$ cat config.mk
export PLATFORM = sky130hd
export DESIGN_NAME = pad_hysteresis_drive_regs
export DESIGN_NICKNAME = d
export VERILOG_FILES = /design/src/hdl/pad_cfg_pkg.sv /design/src/hdl/pad_hysteresis_drive_regs.sv
export VERILOG_INCLUDE_DIRS = /design/src /design/src/hdl
export SDC_FILE = /design/constraint.sdc
export NUM_CORES = 1
export LEC_CHECK = 0
export BUFFER_PORTS_ARGS = -buffer_cell sky130_fd_sc_hd__buf_2
export CORE_MARGIN = 4
export CORE_UTILIZATION = 52
export CTS_BUF_LIST = sky130_fd_sc_hd__clkbuf_16
export DETAILED_ROUTE_END_ITERATION = 10
export PLACE_DENSITY_LB_ADDON = 0.15
export SYNTH_ARGS = -nofsm -noshare
export SYNTH_HDL_FRONTEND = slang
export SYNTH_SLANG_ARGS = --single-unit
$ cat constraint.sdc
create_clock -name mclk -period 2.1 [get_ports mclk]
set_input_delay 0.42 -clock mclk [delete_from_list [all_inputs] [get_ports mclk]]
set_output_delay 0.42 -clock mclk [all_outputs]
set_load 0.005 [all_outputs]
$ cat src/hdl/pad_cfg_regs.svh
// register offsets, field positions, reset values and bus constants of the pad register bank
`ifndef PAD_CFG_REGS_SVH
`define PAD_CFG_REGS_SVH

// ==========================================================================
// bus geometry
// ==========================================================================
`define PAD_ADDR_W          12
`define PAD_DATA_W          32

// ==========================================================================
// register byte offsets
// ==========================================================================
`define OFS_P3A_HYST        12'h0e0
`define OFS_P3B_HYST        12'h0e4
`define OFS_P3C_HYST        12'h0e8
`define OFS_P3D_HYST        12'h0ec
`define OFS_P1A_DRIVE       12'h0f0
`define OFS_P1B_DRIVE       12'h0f4
`define OFS_P1C_DRIVE       12'h0f8
`define OFS_P1D_DRIVE       12'h0fc
`define OFS_P2A_DRIVE       12'h100

// ==========================================================================
// field positions
// ==========================================================================
`define MASK_LSB            16
`define MASK_MSB            31
`define HYST_MSB            7
`define RESV_HYST_LSB       8

// ==========================================================================
// reset values
// ==========================================================================
`define HYST_RST            8'h00
`define P1A_DRIVE_RST       16'haaaa
`define P1B_DRIVE_RST       16'haaaa
`define P1C_DRIVE_RST       16'haa55
`define P1D_DRIVE_RST       16'haaaa
`define P2A_DRIVE_RST       16'h5555

`endif

$ cat src/hdl/pad_cfg_pkg.sv
// types shared by the pad register bank and its bench
package pad_cfg_pkg;

    // ======================================================================
    // pad control bundle: what the bank drives to the pad ring
    // ======================================================================
    // drive-strength code per pin
    typedef enum logic [1:0] {
        DRIVE_2MA  = 2'b00,
        DRIVE_4MA  = 2'b01,
        DRIVE_8MA  = 2'b10,
        DRIVE_12MA = 2'b11
    } drive_sel_t;

    // hysteresis_en[g][n]: port 3 group g (a..d), pin n
    // drive_sel[g][n]: g 0..3 = port 1 groups a..d, g 4 = port 2 group a
    typedef struct packed {
        logic [3:0][7:0]      hysteresis_en;
        logic [4:0][7:0][1:0] drive_sel;
    } pad_ctrl_t;

    // ======================================================================
    // bus side types
    // ======================================================================
    typedef enum logic [1:0] {
        RESP_OKAY   = 2'b00,
        RESP_SLVERR = 2'b10,
        RESP_DECERR = 2'b11
    } axi_resp_t;

    // a write collected from the address and data channels
    typedef struct packed {
        logic [11:0] addr;
        logic [31:0] data;
        logic [3:0]  strb;
    } axi_wr_t;

    // read channel phase
    typedef enum logic [0:0] {
        RD_IDLE = 1'b0,
        RD_RESP = 1'b1
    } rd_state_t;

endpackage

$ cat src/hdl/pad_hysteresis_drive_regs.sv
// pad hysteresis and drive-strength register bank with an AXI4-Lite slave
//
// Function
// - lower bit n written only if bit 16+n set
// - clear mask bit leaves stored bit unchanged
// - sixteen mask pairs, bit 31 gates bit 15
// - per-pin hysteresis enable bits 7:0, reset 0
// - hysteresis bits 15:8 reserved, read zero
// - two-bit drive code steers the pin's pad
// - drive pin n sits at bits 2n+1:2n
// - drive resets 0x2; group C pins 3:0 and port 2 group A 0x1
`timescale 1ns/1ps
`include "pad_cfg_regs.svh"

module pad_hysteresis_drive_regs
    import pad_cfg_pkg::*;
(
    input  wire  logic                     mclk,
    input  wire  logic                     reset,
    // write address channel
    input  wire  logic                     awvalid,
    output logic                           awready,
    input  wire  logic [`PAD_ADDR_W-1:0]   awaddr,
    input  wire  logic [2:0]               awprot,
    // write data channel
    input  wire  logic                     wvalid,
    output logic                           wready,
    input  wire  logic [`PAD_DATA_W-1:0]   wdata,
    input  wire  logic [3:0]               wstrb,
    // write response channel
    output logic                           bvalid,
    input  wire  logic                     bready,
    output logic [1:0]                     bresp,
    // read address channel
    input  wire  logic                     arvalid,
    output logic                           arready,
    input  wire  logic [`PAD_ADDR_W-1:0]   araddr,
    input  wire  logic [2:0]               arprot,
    // read data channel
    output logic                           rvalid,
    input  wire  logic                     rready,
    output logic [`PAD_DATA_W-1:0]         rdata,
    output logic [1:0]                     rresp,
    // pad ring controls
    output pad_ctrl_t                      pad_ctrl
);

    // ======================================================================
    // declarations
    // ======================================================================
    // selects 0..3 are the hysteresis groups, 4..8 the drive groups
    localparam logic [3:0] SEL_NONE = 4'hf;     // decode miss

    pad_ctrl_t   pad_q;                         // the stored settings
    axi_wr_t     wr_q;                          // collected write
    logic        aw_full_q;                     // address held
    logic        w_full_q;                      // data held
    logic        awready_q;
    logic        wready_q;
    logic        bvalid_q;
    logic [1:0]  bresp_q;
    rd_state_t   rd_state_q;
    logic        arready_q;
    logic [31:0] rdata_q;
    logic [1:0]  rresp_q;

    logic        aw_take;                       // address handshake this edge
    logic        w_take;                        // data handshake this edge
    logic        commit;                        // both halves held, apply now
    logic        aw_full_d;
    logic        w_full_d;
    logic        bvalid_d;
    logic [3:0]  wr_sel;                        // decoded write target
    logic [3:0]  rd_sel;                        // decoded read target
    logic [15:0] wr_mask;                       // effective per-bit enables
    logic [15:0] wr_val;                        // lower half of written word
    logic [3:0][15:0] hyst_wide;                // masked result, hysteresis groups
    logic [4:0][15:0] drive_next;               // masked result, drive groups

    // prot is accepted but has no effect: every register is open to all
    logic [2:0]  prot_unused;
    assign prot_unused = awprot | arprot;

    // ======================================================================
    // helpers
    // ======================================================================
    // map a byte address to a register select; the two low bits are ignored
    // limitation: any byte address inside a word aliases to that word
    function automatic logic [3:0] decode(input logic [`PAD_ADDR_W-1:0] a);
        logic [`PAD_ADDR_W-1:0] w;
        w = {a[`PAD_ADDR_W-1:2], 2'b00};
        case (w)
            `OFS_P3A_HYST:  decode = 4'h0;
            `OFS_P3B_HYST:  decode = 4'h1;
            `OFS_P3C_HYST:  decode = 4'h2;
            `OFS_P3D_HYST:  decode = 4'h3;
            `OFS_P1A_DRIVE: decode = 4'h4;
            `OFS_P1B_DRIVE: decode = 4'h5;
            `OFS_P1C_DRIVE: decode = 4'h6;
            `OFS_P1D_DRIVE: decode = 4'h7;
            `OFS_P2A_DRIVE: decode = 4'h8;
            default:        decode = SEL_NONE;
        endcase
    endfunction

    // bitwise masked update: only enabled bits take the new value
    function automatic logic [15:0] masked(input logic [15:0] old,
                                           input logic [15:0] val,
                                           input logic [15:0] en);
        masked = (old & ~en) | (val & en);
    endfunction

    // ======================================================================
    // write path: address and data in either order, then one response
    // ======================================================================
    // timing: the later of the two handshakes lands at edge k, the register
    // moves at edge k+1 together with bvalid rising, and bvalid stands until
    // the edge that sees bready; both readies stay low from their own
    // handshake until after that edge, so only one write is ever in flight
    assign aw_take = awvalid & awready_q;
    assign w_take  = wvalid & wready_q;
    // one cycle after both halves are held the register is updated
    assign commit  = aw_full_q & w_full_q & ~bvalid_q;

    assign aw_full_d = commit ? 1'b0 : (aw_full_q | aw_take);
    assign w_full_d  = commit ? 1'b0 : (w_full_q | w_take);
    assign bvalid_d  = commit ? 1'b1 : (bvalid_q & ~bready);

    assign wr_sel = decode(wr_q.addr);
    assign wr_val = wr_q.data[15:0];
    // a mask bit counts only when its byte lane and its data lane are strobed,
    // so a partial-strobe write can never move a bit software did not send
    assign wr_mask[7:0]  = wr_q.data[`MASK_LSB+7:`MASK_LSB]
                         & {8{wr_q.strb[2] & wr_q.strb[0]}};
    assign wr_mask[15:8] = wr_q.data[`MASK_MSB:`MASK_LSB+8]
                         & {8{wr_q.strb[3] & wr_q.strb[1]}};

    // channel handshake flags
    // reset leaves both readies high so the first write is taken at once
    always_ff @(posedge mclk) begin
        if (reset) begin
            aw_full_q <= 1'b0;
            w_full_q  <= 1'b0;
            awready_q <= 1'b1;
            wready_q  <= 1'b1;
            bvalid_q  <= 1'b0;
        end else begin
            aw_full_q <= aw_full_d;
            w_full_q  <= w_full_d;
            // ready drops once a half is held and stays low through the answer
            awready_q <= ~aw_full_d & ~bvalid_d;
            wready_q  <= ~w_full_d & ~bvalid_d;
            bvalid_q  <= bvalid_d;
        end
    end

    // payload capture, each half on its own handshake
    // the halves may arrive in either order; each is kept until commit
    always_ff @(posedge mclk) begin
        if (reset) begin
            wr_q <= '0;
        end else begin
            if (aw_take) begin
                wr_q.addr <= awaddr;
            end
            if (w_take) begin
                wr_q.data <= wdata;
                wr_q.strb <= wstrb;
            end
        end
    end

    // write response code: reserved bits never raise an error
    always_ff @(posedge mclk) begin
        if (reset) begin
            bresp_q <= RESP_OKAY;
        end else if (commit) begin
            bresp_q <= (wr_sel == SEL_NONE) ? RESP_DECERR : RESP_OKAY;
        end
    end

    // ======================================================================
    // masked next values
    // ======================================================================
    // every group's candidate is formed each cycle and the commit edge picks
    // one by select; the reserved upper byte of a hysteresis group enters as
    // zero and is dropped on store
    always_comb begin
        for (int g = 0; g < 4; g++) begin
            hyst_wide[g] = masked({8'h00, pad_q.hysteresis_en[g]},
                                  wr_val, wr_mask);
        end
        for (int g = 0; g < 5; g++) begin
            drive_next[g] = masked(pad_q.drive_sel[g],
                                   wr_val, wr_mask);
        end
    end

    // ======================================================================
    // register storage
    // ======================================================================
    // a write is applied only on its commit edge and only to the decoded
    // group; everything else keeps its value, which keeps the pads quiet
    // between writes
    always_ff @(posedge mclk) begin
        if (reset) begin
            for (int g = 0; g < 4; g++) begin
                pad_q.hysteresis_en[g] <= `HYST_RST;
            end
            pad_q.drive_sel[0] <= `P1A_DRIVE_RST;
            pad_q.drive_sel[1] <= `P1B_DRIVE_RST;
            // port1_c_pin3_drive_sel and below come up at 4mA
            pad_q.drive_sel[2] <= `P1C_DRIVE_RST;
            pad_q.drive_sel[3] <= `P1D_DRIVE_RST;
            pad_q.drive_sel[4] <= `P2A_DRIVE_RST;
        end else if (commit) begin
            for (int g = 0; g < 4; g++) begin
                if (wr_sel == 4'(g)) begin
                    // upper byte is reserved: its data and mask are dropped
                    pad_q.hysteresis_en[g] <= hyst_wide[g][`HYST_MSB:0];
                end
            end
            for (int g = 0; g < 5; g++) begin
                if (wr_sel == 4'(g + 4)) begin
                    // pin n occupies bits 2n+1:2n of the packed group
                    pad_q.drive_sel[g] <= drive_next[g];
                end
            end
        end
    end

    // ======================================================================
    // read path: one answer per request, one cycle after the handshake
    // ======================================================================
    // timing: the word is captured at the address handshake, so rvalid and
    // rdata appear one edge later and stand until rready; a write that
    // commits on the same edge is seen by the next read, not by this one
    assign rd_sel = decode(araddr);

    always_ff @(posedge mclk) begin
        if (reset) begin
            rd_state_q <= RD_IDLE;
            arready_q  <= 1'b1;
        end else begin
            case (rd_state_q)
                RD_IDLE: begin
                    if (arvalid) begin
                        rd_state_q <= RD_RESP;
                        arready_q  <= 1'b0;
                    end
                end
                RD_RESP: begin
                    // hold the answer until the master takes it
                    if (rready) begin
                        rd_state_q <= RD_IDLE;
                        arready_q  <= 1'b1;
                    end
                end
                default: begin
                    rd_state_q <= RD_IDLE;
                    arready_q  <= 1'b1;
                end
            endcase
        end
    end

    // read data: the mask half always reads zero, as do reserved bits
    always_ff @(posedge mclk) begin
        if (reset) begin
            rdata_q <= 32'h0000_0000;
            rresp_q <= RESP_OKAY;
        end else if (rd_state_q == RD_IDLE && arvalid) begin
            rresp_q <= RESP_OKAY;
            if (rd_sel < 4'h4) begin
                rdata_q <= {24'h00_0000,
                            pad_q.hysteresis_en[rd_sel[1:0]]};
            end else if (rd_sel <= 4'h8) begin
                rdata_q <= {16'h0000,
                            pad_q.drive_sel[3'(rd_sel - 4'h4)]};
            end else begin
                // unmapped word: zero data and a decode error
                rdata_q <= 32'h0000_0000;
                rresp_q <= RESP_DECERR;
            end
        end
    end

    // ======================================================================
    // outputs, all straight from flip-flops
    // ======================================================================
    assign awready  = awready_q;
    assign wready   = wready_q;
    assign bvalid   = bvalid_q;
    assign bresp    = bresp_q;
    assign arready  = arready_q;
    // rvalid is the read state flip-flop itself: its one-bit encoding makes
    // the comparison a plain wire
    assign rvalid   = (rd_state_q == RD_RESP);
    assign rdata    = rdata_q;
    assign rresp    = rresp_q;
    // each code selects 2, 4, 8 or 12 mA at its pin's pad
    assign pad_ctrl = pad_q;

endmodule // pad_hysteresis_drive_regs

==> results.md <==
* Outcome: completed
* WS Path Type: in -> reg
* Die width at 133 µm
* Clock latency at the later pin of the worst-skew pair at 0.43 ns
* Arrival time reported for the critical path endpoint at 2.09 ns
* Root buffer selected by CTS: clkbuf_16
* Peak supply drop at 0.595 mV
* Count of yosys warnings during synthesis at 0
* Power, Total at 7.38 mW
* Clock-pin slew on the worst setup and hold paths at 0.07 ns
* Global-route wire length before repair at 40,000 µm
* Count of state elements after synthesis at 183
* Clock Skew at 0.00799 ns
* Antenna Cells at 0
* Total global-route track usage at 27.9%
* Area fraction of the dominant cell type after synthesis at 45.0%
* Sink Count at 183
* Setup repair after global routing missed its margin: false
* Die footprint at 17,700 µm²
* Final core utilization at 64.3%
* Hold Slack at 0.190 ns
* # port buffers at 199
* Global placer's final weighted congestion at 0.922
* Final-report hold violation count at 0
* Remaining antenna violation count at 0
* Worst EP required at 2.38 ns
* Number of filler instances in the final layout at 1,350
* Post-synth cell types at 50
* Per-cell via count in the routed design at 6.04
* HPWL reported at the end of detailed placement at 18,600 µm
* DRC at 0
* Remaining global-route overflow at 0
* Power density of the placed cells at 752 nW/µm²
* Top FF cell, synth: dfxtp_1
* I/O pin count at 226
* DR WL/cell at 18.9 µm
* Period Utilization, post-route at 86.1%
* Final period demand of the worst path at 1.81 ns
* Setup repair bufs after CTS at 0
* Initial antenna violation count at 0
* WL final at 25,700 µm
* Final std cell area, no fill at 9810 µm²
* Core area at 15,300 µm²
* Count of final max-slew check failures at 0
* Number of global-route vias before repair at 7,269
* Crit Path Max Fanout at 8
* Max Freq at 553 MHz
* Top cell type by total area after synthesis: dfxtp_1
* Largest net degree at the start of global routing at 64
* Max_slew headroom at 46.0%
* Clock tree from TritonCTS: built
* Cell count after synthesis at 972
* Worst Max-Slew Pin Slew at 0.799 ns
* Worst min-delay path class: in -> reg
* Max H-tree Level at 4
* Kind of end point of the critical path: register
* Most frequent cell after synthesis: dfxtp_1
* Die H at 133 µm
* Element type at the critical path start: input port
* Total number of nets in the final design at 1,208
* CTS buffer count at 17
* Mapped cell area at 8140 µm²
* Effective utilization at floorplan at 53.3%
* Vias post-DR at 8,204
* Max-capacitance violation count at 0
* Leading cell types by total area after synthesis: dfxtp_1 (45%), a21oi_1 (7.5%), o21ai_0 (6.5%), nand3_1 (6.4%), nand2_1 (5.6%)
* Instance area at placement at 9220 µm²
* Post-synth top cells: dfxtp_1 (183), a21oi_1 (122), nand2_1 (121)
* Worst-case clock buffer depth at 2
* Number of enable-type register cells in the synthesized netlist at 0
* Final setup violating endpoints at 0
* Fraction of the yosys area taken by sequential cells at 45.0%
* Layout cells sized above 1 at 24.1%
* Site Rows at 45
* Synth-to-layout area growth at 20.5%
* Iter 0 DRT Violations at 932
* Fraction of synthesis flops using an asynchronous set or reset pin at 0%
* Post-synthesis area per instance at 8.37 µm²
* Number of search-and-repair iterations in the first detailed-routing pass at 7
* Static power due to leakage at 3.87 nW
==> worst max-delay path: stages <==
cell and delay [ns]:
buf_2 0.10, or3_1 0.49, buf_4 0.22, o311ai_0 0.71, nand3_1 0.14
==> kinds of logic after synthesis <==
family / share of synthesized area (%)
AOI/OAI and AO/OA: 23.1
and+or+nand+nor: 20.9
DFF: 45.0
muxes: 4.31
buffers and inverters: 6.57
other: 0.0461
==> cell type report <==
type	count	area, µm²	area share (%)
multi-input cells	693	4000	40.8
well taps	211	264	2.69
inverters	6	22.5	0.230
clock buffers	17	425	4.34
clock inverters	15	161	1.65
flip-flops and latches	183	3660	37.4
repair buffers	234	1270	13.0
==> report_power, final <==
group	internal, mW	switching, mW
combinational	0.197	0.333
sequential	3.55	0.101
clock	1.85	1.34
==> path summary, 6_finish.rpt <==
path	start	to	slack, ns	depth (start not counted)
setup / recovery	araddr[9]	rdata[7]$_SDFFE_PP0P_	0.29	5
hold / removal	rready	rvalid$_SDFF_PP0_	0.19	2
setup reg to reg	wr_q[40]$_SDFFE_PP0P_	register	0.31	5
hold reg to reg	wr_q[13]$_SDFFE_PP0P_	wr_q[13]$_SDFFE_PP0P_	0.45	2
==> metrics by stage <==
step | setup TNS [ns] | worst slack, ns | instances
2_1_floorplan | 0 | 0.432 | 987
3_3_place_gp | -0.0379 | -0.0273 | 1327
3_5_place_dp | -0.0615 | -0.0227 | 1327
4_1_cts | 0 | 0.268 | 1359
5_1_grt | 0 | 0.162 | 1359
6_report | 0 | 0.292 | 1359
==> what timing repair did <==
| action | CTS | global route |
|---|---|---|
| endpoints found under the setup margin | 0 | 3 |
| hold buffers | 0 | 0 |
| resized for setup | 0 | 1 |
==> routing by layer <==
layer  vias to the layer above  track usage (%)  part of all wire, %
met1                      3821             40.8                   43
met4                         0             7.49                  1.7
met3                        39             7.18                   12
met2                       474             41.2                   43
li1                       3870                -                    -
met5                         -                0                    0
==> cells in the final DEF, fill, tap and decap left out, types with 24 or more instances in the layout <==
cell type  synthesis  routed
a21oi_1          122     122
buf_2             19     198
buf_4             18      35
dfxtp_1          183     183
nand2_1          121     121
nand3_1          104     104
o21ai_0          106     106
o311ai_0          24      24
Power figures use the tool's default switching activity.
